File: src/logic/scan_port_defs.vh
`ifndef SCAN_PORT_DEFS_VH
`define SCAN_PORT_DEFS_VH

// --------------------------------------------------------------------------
// controller states (4-bit binary codes)
// --------------------------------------------------------------------------
`define TS_RESET      4'h0
`define TS_IDLE       4'h1
`define TS_SEL_DR     4'h2
`define TS_CAP_DR     4'h3
`define TS_SHIFT_DR   4'h4
`define TS_EXIT1_DR   4'h5
`define TS_PAUSE_DR   4'h6
`define TS_EXIT2_DR   4'h7
`define TS_UPD_DR     4'h8
`define TS_SEL_IR     4'h9
`define TS_CAP_IR     4'hA
`define TS_SHIFT_IR   4'hB
`define TS_EXIT1_IR   4'hC
`define TS_PAUSE_IR   4'hD
`define TS_EXIT2_IR   4'hE
`define TS_UPD_IR     4'hF

// --------------------------------------------------------------------------
// instruction register
// --------------------------------------------------------------------------
`define IR_WIDTH      4
`define IR_CAPTURE    4'h1
`define IR_BYPASS     4'hF
`define IR_IDCODE     4'h2
`define IR_EXTEST     4'h0
`define IR_SAMPLE     4'h3

`endif

File: src/logic/scan_test_port.v
// What this block does
// - low test reset resets controller, instruction, pin_test_r and tdo enable after its two-stage clk synchroniser, with no tck edge needed
// - mode select sampled on each test clock rising edge steers the controller
// - serial data input captured on each test clock rising edge
// - serial data output updated on each test clock falling edge
// - data output enabled at the first test clock falling edge in a shift state, released at the first falling edge after it
// - open reset, mode select and data input read as high
`timescale 1ns/1ps
`include "scan_port_defs.vh"

module scan_test_port #(
    parameter        BSR_LEN = 8,
    parameter [31:0] ID_CODE = 32'h0000_0001  // arbitrary neutral value
) (
    input  wire               clk,
    input  wire               rst_n,
    input  wire               ce,
    input  wire               tck,
    input  wire               tms,
    input  wire               tms_oe,
    input  wire               tdi,
    input  wire               tdi_oe,
    input  wire               trst_n,
    input  wire               trst_oe,
    input  wire [BSR_LEN-1:0] pin_in,
    output reg                tdo_r,
    output reg                tdo_oe,
    output reg  [BSR_LEN-1:0] pin_out,
    output reg                pin_test_r,
    output reg  [3:0]         tap_state_r
);

    // ----------------------------------------------------------------------
    // pull-ups and input synchronisers
    // ----------------------------------------------------------------------
    // undriven pins float high through the pull-ups
    // one pad each, so the pull-up mux stands ahead of the sync
    wire tms_pin  = tms_oe  ? tms    : 1'b1;
    wire tdi_pin  = tdi_oe  ? tdi    : 1'b1;
    wire trst_pin = trst_oe ? trst_n : 1'b1;

    reg [1:0] tck_s_r;
    reg [1:0] tms_s_r;
    reg [1:0] tdi_s_r;
    reg [1:0] trst_s_r;
    reg       tck_d_r;

    // two-stage synchronisers; logic reads only the second stage
    // tck stages reset to its idle high level, so no false edge follows reset
    always @(posedge clk or negedge rst_n) begin
        if (!rst_n) begin
            tck_s_r  <= 2'h3;
            tms_s_r  <= 2'h3;
            tdi_s_r  <= 2'h3;
            trst_s_r <= 2'h0;
            tck_d_r  <= 1'b1;
        end else if (ce) begin
            tck_s_r  <= {tck_s_r[0], tck};
            tms_s_r  <= {tms_s_r[0], tms_pin};
            tdi_s_r  <= {tdi_s_r[0], tdi_pin};
            trst_s_r <= {trst_s_r[0], trst_pin};
            tck_d_r  <= tck_s_r[1];
        end
    end

    wire tck_rise = tck_s_r[1] & ~tck_d_r;
    wire tck_fall = ~tck_s_r[1] & tck_d_r;
    wire tms_q    = tms_s_r[1];
    wire tdi_q    = tdi_s_r[1];
    // test reset acts alone, without any tck edge
    wire tap_rst  = ~trst_s_r[1];

    // ----------------------------------------------------------------------
    // controller next state
    // ----------------------------------------------------------------------
    function [3:0] next_state;
        input [3:0] s;
        input       m;
        begin
            case (s)
                `TS_RESET:    next_state = m ? `TS_RESET   : `TS_IDLE;
                `TS_IDLE:     next_state = m ? `TS_SEL_DR  : `TS_IDLE;
                `TS_SEL_DR:   next_state = m ? `TS_SEL_IR  : `TS_CAP_DR;
                `TS_CAP_DR:   next_state = m ? `TS_EXIT1_DR : `TS_SHIFT_DR;
                `TS_SHIFT_DR: next_state = m ? `TS_EXIT1_DR : `TS_SHIFT_DR;
                `TS_EXIT1_DR: next_state = m ? `TS_UPD_DR  : `TS_PAUSE_DR;
                `TS_PAUSE_DR: next_state = m ? `TS_EXIT2_DR : `TS_PAUSE_DR;
                `TS_EXIT2_DR: next_state = m ? `TS_UPD_DR  : `TS_SHIFT_DR;
                `TS_UPD_DR:   next_state = m ? `TS_SEL_DR  : `TS_IDLE;
                `TS_SEL_IR:   next_state = m ? `TS_RESET   : `TS_CAP_IR;
                `TS_CAP_IR:   next_state = m ? `TS_EXIT1_IR : `TS_SHIFT_IR;
                `TS_SHIFT_IR: next_state = m ? `TS_EXIT1_IR : `TS_SHIFT_IR;
                `TS_EXIT1_IR: next_state = m ? `TS_UPD_IR  : `TS_PAUSE_IR;
                `TS_PAUSE_IR: next_state = m ? `TS_EXIT2_IR : `TS_PAUSE_IR;
                `TS_EXIT2_IR: next_state = m ? `TS_UPD_IR  : `TS_SHIFT_IR;
                `TS_UPD_IR:   next_state = m ? `TS_SEL_DR  : `TS_IDLE;
                default:      next_state = `TS_RESET;
            endcase
        end
    endfunction

    // next state for the coming tck rise
    wire [3:0] tap_state_nxt = next_state(tap_state_r, tms_q);

    // ----------------------------------------------------------------------
    // shift paths
    // ----------------------------------------------------------------------
    reg [`IR_WIDTH-1:0] ir_sh_r;
    reg [`IR_WIDTH-1:0] ir_r;
    reg                 byp_r;
    reg [31:0]          id_sh_r;
    reg [BSR_LEN-1:0]   bsr_sh_r;
    reg                 sel_out;

    wire is_bsr = (ir_r == `IR_EXTEST) | (ir_r == `IR_SAMPLE);
    wire is_id  = (ir_r == `IR_IDCODE);

    // serial output source for the current state
    always @* begin
        if (tap_state_r == `TS_SHIFT_IR)
            sel_out = ir_sh_r[0];
        else if (is_id)
            sel_out = id_sh_r[0];
        else if (is_bsr)
            sel_out = bsr_sh_r[0];
        else
            sel_out = byp_r;
    end

    // controller state on tck rising edges
    always @(posedge clk or negedge rst_n) begin
        if (!rst_n) begin
            tap_state_r <= `TS_RESET;
        end else if (ce) begin
            if (tap_rst) begin
                tap_state_r <= `TS_RESET;
            end else if (tck_rise) begin
                tap_state_r <= tap_state_nxt;
            end
        end
    end

    // instruction capture, shift and update
    always @(posedge clk or negedge rst_n) begin
        if (!rst_n) begin
            ir_sh_r    <= `IR_CAPTURE;
            ir_r       <= `IR_IDCODE;
            pin_test_r <= 1'b0;
        end else if (ce) begin
            if (tap_rst) begin
                ir_r       <= `IR_IDCODE;
                pin_test_r <= 1'b0;
            end else if (tck_rise) begin
                case (tap_state_r)
                    `TS_CAP_IR: begin
                        ir_sh_r <= `IR_CAPTURE;
                    end
                    `TS_SHIFT_IR: begin
                        ir_sh_r <= {tdi_q, ir_sh_r[`IR_WIDTH-1:1]};
                    end
                    `TS_UPD_IR: begin
                        ir_r       <= ir_sh_r;
                        pin_test_r <= (ir_sh_r == `IR_EXTEST);
                    end
                    default: begin
                        // entering reset restores the default instruction at once
                        if (tap_state_nxt == `TS_RESET) begin
                            ir_r       <= `IR_IDCODE;
                            pin_test_r <= 1'b0;
                        end
                    end
                endcase
            end
        end
    end

    // data capture, shift and update on tck rising edges
    always @(posedge clk or negedge rst_n) begin
        if (!rst_n) begin
            byp_r    <= 1'b0;
            id_sh_r  <= 32'h0000_0000;
            bsr_sh_r <= {BSR_LEN{1'b0}};
            pin_out  <= {BSR_LEN{1'b0}};
        end else if (ce && tck_rise && !tap_rst) begin
            case (tap_state_r)
                `TS_CAP_DR: begin
                    byp_r    <= 1'b0;
                    id_sh_r  <= ID_CODE;
                    bsr_sh_r <= pin_in;
                end
                `TS_SHIFT_DR: begin
                    byp_r    <= tdi_q;
                    id_sh_r  <= {tdi_q, id_sh_r[31:1]};
                    bsr_sh_r <= {tdi_q, bsr_sh_r[BSR_LEN-1:1]};
                end
                `TS_UPD_DR: begin
                    if (is_bsr)
                        pin_out <= bsr_sh_r;
                end
                default: ;
            endcase
        end
    end

    // ----------------------------------------------------------------------
    // serial output on tck falling edges
    // ----------------------------------------------------------------------
    // tdo enable is taken from the two shift states at each tck fall, so it lags them by half a tck period
    wire shifting = (tap_state_r == `TS_SHIFT_DR) | (tap_state_r == `TS_SHIFT_IR);

    // registered tdo and its enable
    always @(posedge clk or negedge rst_n) begin
        if (!rst_n) begin
            tdo_r  <= 1'b0;
            tdo_oe <= 1'b0;
        end else if (ce) begin
            if (tap_rst) begin
                tdo_oe <= 1'b0;
            end else if (tck_fall) begin
                tdo_r  <= sel_out;
                tdo_oe <= shifting;
            end
        end
    end

endmodule

File: config.mk
export PLATFORM = sky130hd
export DESIGN_NAME = scan_test_port
export DESIGN_NICKNAME = d
export VERILOG_FILES = /design/src/logic/scan_test_port.v
export VERILOG_INCLUDE_DIRS = /design/src /design/src/logic
export SDC_FILE = /design/constraint.sdc
export NUM_CORES = 1
export LEC_CHECK = 0
export BUFFER_PORTS_ARGS = -buffer_cell sky130_fd_sc_hd__buf_4
export CAP_MARGIN = 20
export CORE_MARGIN = 4
export CORE_UTILIZATION = 58
export DETAILED_ROUTE_END_ITERATION = 16
export PLACE_DENSITY = 0.8
export SYNTH_ARGS = -nofsm -noshare
export SYNTH_HDL_FRONTEND = slang
export SYNTH_SLANG_ARGS = --single-unit
File: constraint.sdc
create_clock -name clk -period 1.9 [get_ports clk]
set_input_delay 0.095 -clock clk [delete_from_list [all_inputs] [get_ports clk]]
set_output_delay 0.095 -clock clk [all_outputs]
set_load 0.01 [all_outputs]
==> summary.txt, run 1 <==
Die
  – Die area: between 6000 and 7000 um2
  – Die Width: between 80 and 90 um
  – Core box area: around 5200 um2
  – DIE HEIGHT: around 83 um
  – Rows: 26
  – I/O Pins: 33
  – Starting Density: 61.6%

Yosys
  – Cell taking the most area after synthesis: dfrtp_1
  – Sequential area share after synthesis: between 50% and 60%
  – Mapped Area: ~3200 um2
  – Synth unique cells: 45
  – Ys flop type: dfrtp_1
  – Count leader, synth: dfrtp_1
  – Asr flop ratio synth: 100%
  – Top post-synthesis cells by area: dfrtp_1 (49%), a22o_1 (9.0%), dfstp_2 (7.3%), mux2_2 (4.5%), mux2i_1 (2.5%)
  – Synth Register Bits: a little over 70
  – Syn nets: slightly below 300
  – Avg Cell Area, Syn: approximately 12 um2
  – Mapped Cells: approximately 270
  – Post-synth top cells: dfrtp_1 (63), a22o_1 (33), nand2_1 (21)
  – Synth warn: 0
  – Number of enable flip-flop cells after synthesis: 0
  – Share of the synthesized area in the top cell type: between 40% and 50%

Clock network
  – Clock Latency Late Sink: 350 ps
  – CTS max path bufs: 2
  – Post-cts sizing count: 0
  – CTS Root Cell: clkbuf_8
  – Clock Sink Count: a little over 70
  – Worst-path clk slew: around 80 ps
  – CTS H-tree lvls: 3
  – CTS tree: done
  – Num CTS Buffers: 9
  – Setup bufs post-CTS: 0

Worst setup path
  – CP startpoint kind: flip-flop
  – Reg2reg path depth: 4
  – Critical Path Fanout Max: 12
  – Setup CP Type: flip-flop to flip-flop
  – Crit end category: flip-flop
  – CP Data Arrival Time: between 1500 and 2000 ps
  – Req. time, crit path: 2130 ps
  – R2R setup slack: around 180 ps

Power and ir drop
  – Max VDD drop: 0.540 mV
  – Pwr dens: 862 nW/um2
  – Leakage Power: 0.00183 uW
  – Total power: 3300 uW

Routing
  – Starting DRC count in detailed routing: 135
  – Wire length on met3: 343 um
  – DRT antenna net count: 0
  – Routed wire per std cell: 15.9 um
  – Uppermost layer routed: met4
  – Vias per cell: about 5.7
  – Routed wl met2: 2850 um
  – DRT Pass-1 Iters: 4
  – Via count: 2197
  – Met1 WL: 2830 um
  – Residual DRC: 0
  – Routed WL: between 6000 and 7000 um

Final layout
  – Share of layout cells above drive strength 1: between 20% and 30%
  – Final Core Density: between 70 and 80%
  – Non-Filler Instances: a little under 400
  – Synth-to-layout area growth: 18.8%
  – Diode count: 0
  – Final nets: between 300 and 400

Place
  – # placed instances: around 360
  – DP Wirelength: 4040 um
  – GP Congestion: 0.826
  – PortBufs: 32

Status
  – Status: finished, final reports clean

Worst hold path
  – Worst hold stages: 3
  – Worst Hold Class: input port to flip-flop

Timing
  – Max-slew violation count: 0
  – Fin crit share: between 90 and 100%
  – Fmax: approximately 0.58 GHz
  – Setup violations, final: 0
  – Hold violation count in the final report: 0
  – Worst Tran Pin Value: roughly 370 ps
  – Fin Setup TNS: 0 ps
  – Worst Skew: between 8 and 9 ps
  – RSZ-0062 raised after global routing: no
  – Minimum clock period: ~1700 ps
  – Max-slew headroom: 75.6%

Global route
  – Global-route wire length before repair: ~10000 um
  – Vias in the first global route: 2063
  – Initial antenna violation count: 0
  – Gr usage total: between 20% and 30%
  – Total grt overflow: 0
  – Largest net degree at the start of global routing: between 40 and 50

Run
  – Maxcap violations: 0
==> state kept, by name, indices dropped and copies added (netlist names), 4 cells and up <==
name / count
id_sh_r: 31
bsr_sh_r: 8
ir_r: 4
pin_out: 8
tap_state_r: 4
ir_sh_r: 4
==> metrics by stage <==
step / hold slack (ps) / setup WS (ps) / cell area (um2)
5_1_grt: 16.7 / 88.9 / 3830
3_5_place_dp: 38.4 / 185 / 3520
3_3_place_gp: 33.3 / 238 / 3520
4_1_cts: 14.4 / 174 / 3830
2_1_floorplan: -201 / 224 / 3230
6_report: 21.9 / 180 / 3830
==> layer usage <==
metal / global-route usage [%] / vias up
met2: 31.0 / 52
met4: 8.66 / 0
met5: 0 / -
met3: 5.10 / 14
li1: - / 1058
met1: 27.7 / 1073
==> final cells by class <==
cell class / count / area, um2
Clock buffer: 10 / 138
Clock inverter: 6 / 91.3
Fill cell: 333 / 1410
Inverter: 9 / 33.8
Multi-Input combinational cell: 170 / 1240
Sequential cell: 72 / 1810
Tap cell: 70 / 87.6
Timing Repair Buffer: 49 / 425
==> power by group <==
group | switching [uW] | internal [uW]
registers | 63.5 | 1600
clock network | 569 | 781
logic | 145 | 147
total | 777 | 2530
==> logic make-up after synthesis <==
group,count (synthesis),synth area share [%]
AO/OA/AOI/OAI,77,17.5
XOR/XNOR,3,0.814
buffers and inverters,30,5.27
flip-flops,72,56.2
multiplexers,26,9.34
AND/OR/NAND/NOR,64,10.9
==> critical path: stages (launching register included) <==
cell and delay [ps]:
dfrtp_1 540, and4_4 310, a311oi_1 60, a311o_4 380
mux2_4 310
==> path summary, 6_finish.rpt <==
check | from | end
setup / recovery | tap_state_r[0]$_DFFE_PN0P_ | ir_r[2]$_DFFE_PN0P_
hold / removal | pin_in[2] | bsr_sh_r[2]$_DFFE_PN0P_
setup reg to reg | tap_state_r[0]$_DFFE_PN0P_ | ir_r[2]$_DFFE_PN0P_
hold reg to reg | tms_s_r[0]$_DFFE_PN1P_ | tms_s_r[1]$_DFFE_PN1P_
max in group asynchronous | rst_n | ir_sh_r[0]$_DFFE_PN1P_
min in group asynchronous | rst_n | tap_state_r[3]$_DFFE_PN0P_
==> timing repair <==
| item | in CTS | in global routing |
|---|---|---|
| hold buffers | 8 | 0 |
| endpoints found under the setup margin | 0 | 0 |
| endpoints found under the hold margin | 31 | 0 |
==> layout by cell type (no fill, tap or decap), types with 2 or more instances in the layout <==
| cell | instances |
|---|---|
| clkinv_4 | 2 |
| nand2_1 | 21 |
| dfrtp_1 | 63 |
| mux2_2 | 13 |
| bufinv_16 | 2 |
| nand3_1 | 3 |
| nand2b_1 | 3 |
| o31ai_1 | 3 |
| clkbuf_8 | 10 |
| nor4b_1 | 2 |
| a21oi_1 | 4 |
| and3b_1 | 2 |
| a22o_1 | 33 |
| a211oi_1 | 2 |
| a21boi_0 | 2 |
| buf_12 | 3 |
| o21ai_0 | 13 |
| mux2i_1 | 8 |
| a31oi_1 | 4 |
| and3_1 | 5 |
| nor3b_1 | 2 |
| xnor2_1 | 3 |
| mux2_4 | 5 |
| nor2_1 | 11 |
| dfstp_2 | 9 |
| inv_1 | 9 |
| dlygate4sd3_1 | 8 |
| nor2b_1 | 7 |
| o21ai_1 | 9 |
| buf_4 | 38 |
(Power assumes the default switching activity.)
==> run 2: changes to the inputs <==
--- a/config.mk
+++ b/config.mk
@@ -9,9 +9,10 @@
 export BUFFER_PORTS_ARGS = -buffer_cell sky130_fd_sc_hd__buf_4
 export CAP_MARGIN = 20
 export CORE_MARGIN = 4
-export CORE_UTILIZATION = 58
+export CORE_UTILIZATION = 61
+export CTS_BUF_LIST = sky130_fd_sc_hd__clkbuf_8
 export DETAILED_ROUTE_END_ITERATION = 16
-export PLACE_DENSITY = 0.8
+export PLACE_DENSITY = 0.83
 export SYNTH_ARGS = -nofsm -noshare
 export SYNTH_HDL_FRONTEND = slang
 export SYNTH_SLANG_ARGS = --single-unit
==> summary.txt, run 2 (same netlist as run 1, synthesis figures left out) <==
Die
  – DIE HEIGHT: 80.7 um (-2.3%)
  – Starting Density: 63.2% (+1.6 points)
  – Die area: 6520 um2 (-4.5%)
  – I/O Pins: 33 (unchanged)
  – Rows: 26 (unchanged)
  – Die Width: 80.7 um (-2.3%)
  – Core box area: 5110 um2 (-2.5%)

Global route
  – Vias in the first global route: 2155 (+4.5%)
  – Global-route wire length before repair: 10600 um (+4.4%)
  – Largest net degree at the start of global routing: 48 (unchanged)
  – Total grt overflow: 0 (unchanged)
  – Initial antenna violation count: 0 (unchanged)
  – Gr usage total: 21.7% (+1.4 points)

Power and ir drop
  – Switching Share: 22.2% (-1.4 points)
  – Logic pwr share: 8.5% (-0.4 points)
  – Pwr dens: 894 nW/um2 (+3.7%)
  – Clock Power Share: 43.4% (+2.6 points)
  – Flop pwr share: 48.1% (-2.2 points)
  – Switching power: 766 uW (-1.5%)
  – Leakage Power: 0.00185 uW (+1.4%)
  – Max VDD drop: 0.565 mV (+4.5%)
  – Cell Int Power: 2690 uW (+6.5%)
  – Total power: 3460 uW (+4.6%)

Timing
  – Setup violations, final: 0 (unchanged)
  – Minimum clock period: 1760 ps (+41.4 ps)
  – Fmax: 0.568 GHz (-2.3%)
  – Worst Tran Pin Value: 434 ps (+68.6 ps)
  – Worst Skew: 9.75 ps (+1.28 ps)
  – Fin Setup TNS: 0 ps (unchanged)
  – Fin crit share: 92.7% (+2.2 points)
  – Max-slew violation count: 0 (unchanged)
  – Max-slew headroom: 71.1% (-4.6 points)
  – Hold violation count in the final report: 0 (unchanged)
  – RSZ-0062 raised after global routing: no

Final layout
  – Post-Layout Inst Area: 3870 um2 (+0.91%)
  – Non-Filler Instances: 389 (+0.78%)
  – Synth-to-layout area growth: 19.9%
  – Biggest regs: id_sh_r: 31 flops, bsr_sh_r: 8 flops, pin_out: 8 flops
  – Commonest non-fill, non-tap cell in the layout: dfrtp_1
  – Final nets: 332 (+0.91%)
  – Most frequent cells in the layout: dfrtp_1 (63), buf_4 (42), a22o_1 (33), nand2_1 (21)
  – # fillers: 346 (+3.9%)
  – Max FFs per register: 31 (unchanged)
  – Final Core Density: 75.7% (+2.6 points)
  – Largest Register: id_sh_r
  – Diode count: 0 (unchanged)
  – Share of layout cells above drive strength 1: 28.2% (+0.37 points)

Clock network
  – Clock Latency Late Sink: 340 ps (about the same)
  – CTS max path bufs: 2 (unchanged)
  – CTS tree: done
  – Setup bufs post-CTS: 0 (unchanged)
  – Worst-path clk slew: 80 ps (about the same)
  – CTS H-tree lvls: 3 (unchanged)
  – Clock Sink Count: 72 (unchanged)
  – Num CTS Buffers: 9 (unchanged)
  – CTS Root Cell: clkbuf_8

Worst setup path
  – Req. time, crit path: 2120 ps (about the same)
  – Critical Path Fanout Max: 6 (-6)
  – Setup CP Type: flip-flop to flip-flop
  – Crit end category: flip-flop
  – CP Data Arrival Time: 1980 ps (+30 ps)
  – Reg2Reg Launch Point: tck_s_r[1]$_DFFE_PN1P_
  – CP startpoint kind: flip-flop
  – Reg2reg path depth: 4 (unchanged)
  – CP startpoint: tck_s_r[1]$_DFFE_PN1P_

Place
  – Placement Cell Area: 3530 um2 (+0.28%)
  – # placed instances: 365 (+0.83%)
  – DP Wirelength: 3990 um (-1.1%)
  – GP Congestion: 0.820 (-0.77%)
  – PortBufs: 32 (unchanged)

Worst hold path
  – Worst hold stages: 3 (unchanged)
  – Worst Hold Class: input port to flip-flop
  – Hold Crit Start: pin_in[3]

Routing
  – Routed wire per std cell: 16.2 um (+1.5%)
  – DRT Pass-1 Iters: 5 (+1)
  – Vias per cell: 5.83 (+2.4%)
  – Residual DRC: 0 (unchanged)
  – Starting DRC count in detailed routing: 150 (+11%)
  – DRT antenna net count: 0 (unchanged)
  – Routed WL: 6280 um (+2.3%)
  – Via count: 2267 (+3.2%)

Run
  – Maxcap violations: 0 (unchanged)

Status
  – Status: finished, final reports clean
==> run 2: changes by cell type in the layout (fill, tap and decap cells not counted) <==
cell | before | now
buf_4 | 38 | 42
bufinv_16 | 2 | 3
clkinv_2 | 1 | 0
inv_1 | 9 | 10
buf_12 | 3 | 2
clkbuf_8 | 10 | 11
clkinv_4 | 2 | 0
==> run 2: routing by layer <==
metal	part of all wire (%)	GRT usage [%]	vias up
li1	-	-	1066
met1	46	30.7	1128
met2	48	32.5	67
met3	5.6	6.43	6
met4	0.83	6.93	0
met5	0	0	-
==> run 2: path summary, 6_finish.rpt <==
check	endpoint	slack (ps)
worst max register to register	ir_r[0]$_DFFE_PN0P_	140
min in group asynchronous	bsr_sh_r[6]$_DFFE_PN0P_	240
max in group asynchronous	tdi_s_r[1]$_DFFE_PN1P_	1000
worst min register to register	trst_s_r[1]$_DFFE_PN0P_	490
worst min-delay path	bsr_sh_r[3]$_DFFE_PN0P_	30
worst max-delay path	ir_r[0]$_DFFE_PN0P_	140
==> run 2: through the flow <==
step	worst slack (ps)	hold WS, ps
2_1_floorplan	224	-201
3_5_place_dp	163	67.0
3_3_place_gp	214	63.3
4_1_cts	151	8.76
6_report	138	25.9
5_1_grt	82.1	18.0
==> run 2: power groups by stage <==
stage          Sequential (uW)  Clock, uW  Combinational [uW]
2_1_floorplan             1660          0                 181
3_3_place_gp              1690          0                 271
3_5_place_dp              1690          0                 277
4_1_cts                   1660       1530                 297
5_1_grt                   1670       1600                 330
6_report                  1660       1500                 294
==> run 2: worst max-delay path, stage by stage, from the launching register on <==
cell and delay, ps:
dfstp_2 570, nor2b_1 140, o21ai_1 140, a311o_4 470
mux2_4 320
==> run 2: final cells by class <==
class	instances	area, um2	area share [%]
Multi-Input combinational cell	170	1240	32.2
Inverter	9	33.8	0.874
Tap cell	70	87.6	2.26
Clock inverter	5	103	2.65
Sequential cell	72	1810	46.9
Clock buffer	11	151	3.91
Timing Repair Buffer	52	435	11.3
==> run 2: what timing repair did <==
item | CTS | global route
hold buffers | 8 | 0
hold endpoints to repair | 36 | 0
gates resized for setup | 0 | 0
==> run 3: changes to the inputs <==
--- a/config.mk
+++ b/config.mk
@@ -9,10 +9,11 @@
 export BUFFER_PORTS_ARGS = -buffer_cell sky130_fd_sc_hd__buf_4
 export CAP_MARGIN = 20
 export CORE_MARGIN = 4
-export CORE_UTILIZATION = 61
+export CORE_UTILIZATION = 55
 export CTS_BUF_LIST = sky130_fd_sc_hd__clkbuf_8
+export CTS_CLUSTER_SIZE = 16
 export DETAILED_ROUTE_END_ITERATION = 16
-export PLACE_DENSITY = 0.83
+export PLACE_DENSITY = 0.76
 export SYNTH_ARGS = -nofsm -noshare
 export SYNTH_HDL_FRONTEND = slang
 export SYNTH_SLANG_ARGS = --single-unit
==> summary.txt, run 3 (same netlist as run 1, synthesis figures left out) <==
Timing
  – Fmax: 0.578 GHz (+1.8%)
  – Fin Setup TNS: 0 ps (unchanged)
  – Minimum clock period: 1730 ps (-30.9 ps)
  – Setup violations, final: 0 (unchanged)
  – Max-slew violation count: 0 (unchanged)
  – RSZ-0062 raised after global routing: no
  – Worst Skew: 9.34 ps (-0.407 ps)
  – Hold Slack: 20.4 ps (-5.52 ps)
  – Worst Tran Pin Value: 449 ps (+15.2 ps)
  – Max-slew headroom: 70.1% (-1.0 points)
  – Fin crit share: 91.1% (-1.6 points)
  – Hold violation count in the final report: 0 (unchanged)

Die
  – Die Width: 84.6 um (+4.8%)
  – I/O Pins: 33 (unchanged)
  – Die area: 7160 um2 (+9.8%)
  – Starting Density: 57.5% (-5.6 points)
  – Rows: 27 (+3.8%)
  – DIE HEIGHT: 84.6 um (+4.8%)
  – Core box area: 5610 um2 (+9.8%)

Clock network
  – CTS max path bufs: 2 (unchanged)
  – CTS H-tree lvls: 3 (unchanged)
  – Post-cts sizing count: 0 (unchanged)
  – Clock Sink Count: 72 (unchanged)
  – CTS tree: done
  – CTS Root Cell: clkbuf_8
  – Num CTS Buffers: 9 (unchanged)
  – Worst-path clk slew: 80 ps (about the same)
  – Clock Latency Late Sink: 340 ps (about the same)

Global route
  – Gr usage total: 18.6% (-3.1 points)
  – Global-route wire length before repair: 10600 um (+0.39%)
  – Initial antenna violation count: 0 (unchanged)
  – Vias in the first global route: 2206 (+2.4%)
  – Total grt overflow: 0 (unchanged)
  – Largest net degree at the start of global routing: 48 (unchanged)

Final layout
  – Largest Register: id_sh_r
  – Share of layout cells above drive strength 1: 27.8% (-0.37 points)
  – Biggest regs: id_sh_r: 31 flops, bsr_sh_r: 8 flops, pin_out: 8 flops
  – Max FFs per register: 31 (unchanged)
  – Diode count: 0 (unchanged)
  – Commonest non-fill, non-tap cell in the layout: dfrtp_1
  – Most frequent cells in the layout: dfrtp_1 (63), buf_4 (39), a22o_1 (33), nand2_1 (21)
  – Final nets: 330 (-0.60%)
  – Synth-to-layout area growth: 18.8%

Worst setup path
  – Setup CP Type: flip-flop to flip-flop
  – Req. time, crit path: 2120 ps (about the same)
  – Reg2reg path depth: 4 (unchanged)
  – Crit path max-delay family: flip-flops
  – Worst R2R End: ir_r[3]$_DFFE_PN0P_
  – CP startpoint kind: flip-flop
  – CP Data Arrival Time: 1950 ps (-30 ps)
  – Crit-path slowest cell: dfrtp_1
  – Crit-path cells: and4_4 > a311oi_1 > a311o_4 > mux2_4
  – Crit end category: flip-flop
  – Slowest cell delay on critical path: 560 ps (about the same)
  – Sum of buffers and inverters on the critical path: 0 (unchanged)
  – Critical Path Fanout Max: 12 (+6)
  – Reg2Reg Launch Point: tap_state_r[0]$_DFFE_PN0P_
  – R2R setup slack: 170 ps (+30 ps)

Routing
  – Starting DRC count in detailed routing: 179 (+19%)
  – DRT Pass-1 Iters: 4 (-1)
  – Routed WL: 6110 um (-2.7%)
  – Residual DRC: 0 (unchanged)
  – DRT antenna net count: 0 (unchanged)
  – Via count: 2253 (-0.62%)
  – Vias per cell: 5.81 (-0.36%)
  – Routed wire per std cell: 15.8 um (-2.5%)

Worst hold path
  – Hold Path End: bsr_sh_r[3]$_DFFE_PN0P_
  – Worst Hold Class: input port to flip-flop
  – Worst hold stages: 3 (unchanged)
  – Hold Crit Start: pin_in[3]

Run
  – Maxcap violations: 0 (unchanged)

Power and ir drop
  – Pwr dens: 856 nW/um2 (-4.2%)
  – Max VDD drop: 0.472 mV (-17%)
  – Leakage Power: 0.00182 uW (-1.6%)

Place
  – DP Wirelength: 4050 um (+1.4%)
  – PortBufs: 32 (unchanged)
  – GP Congestion: 0.816 (-0.48%)

Status
  – Status: finished, final reports clean
==> run 3: cell count changes in the layout (fill, tap and decap cells not counted), sizes merged <==
| cell | change |
|---|---|
| buf | -2 |
| bufinv | -1 |
| clkbuf | -1 |
| clkinv | +2 |
| clkinvlp | +1 |
| inv | -2 |
==> run 3: timing repair <==
action                    4_1_cts  5_1_grt
hold buffers                    8        0
hold endpoints to repair       29        0
buffers inserted                0        0
==> run 3: how the worst max path moves through the flow <==
stage	from	endpoint	slack, ps	cells past startpoint
floorplan	tap_state_r[0]$_DFFE_PN0P_	ir_r[0]$_DFFE_PN0P_	220	5
global placement	tap_state_r[1]$_DFFE_PN0P_	ir_r[2]$_DFFE_PN0P_	230	4
detailed placement	tap_state_r[0]$_DFFE_PN0P_	ir_r[0]$_DFFE_PN0P_	180	4
CTS	tap_state_r[0]$_DFFE_PN0P_	ir_r[3]$_DFFE_PN0P_	170	4
global route	tap_state_r[0]$_DFFE_PN0P_	pin_test_r$_DFFE_PN0P_	110	4
finish	tap_state_r[0]$_DFFE_PN0P_	ir_r[3]$_DFFE_PN0P_	170	4
==> run 3: layer usage <==
layer | share of wire (%) | GRT usage [%] | up-vias
li1 | - | - | 1062
met1 | 48 | 27.5 | 1116
met2 | 45 | 25.9 | 64
met3 | 5.1 | 5.20 | 11
met4 | 1.7 | 7.34 | 0
met5 | 0 | 0 | -
==> run 3: area by class of cell <==
| class | count | area [um2] |
|---|---|---|
| clock buffer | 10 | 138 |
| timing repair buffer | 50 | 433 |
| tap | 72 | 90.1 |
| inverter | 9 | 33.8 |
| fill | 460 | 1780 |
| sequential | 72 | 1810 |
| clock inverter | 5 | 81.3 |
| multi-input combinational | 170 | 1240 |
==> run 3: worst register-to-register path: stages, from the launching register on <==
cell      delay [ps]
dfrtp_1          560
and4_4           310
a311oi_1          60
a311o_4          380
mux2_4           310
==> run 3: stage by stage <==
stage / utilization (%) / power (uW) / std cells / setup WS (ps) / area, um2
6_report: 68.3 / 3280 / 388 / 169 / 3830
5_1_grt: 68.3 / 3450 / 388 / 107 / 3830
3_3_place_gp: 63.0 / 1960 / 365 / 228 / 3530
4_1_cts: 68.3 / 3320 / 388 / 173 / 3830
2_1_floorplan: - / 1850 / 272 / 224 / 3230
3_5_place_dp: 63.0 / 1980 / 365 / 179 / 3530
==> run 3: power by group <==
group	internal, uW	leakage [uW]	switching, uW	total, uW
sequential	1600	0.000966	62.1	1660
combinational	150	0.000749	148	298
clock	768	0.000108	554	1320
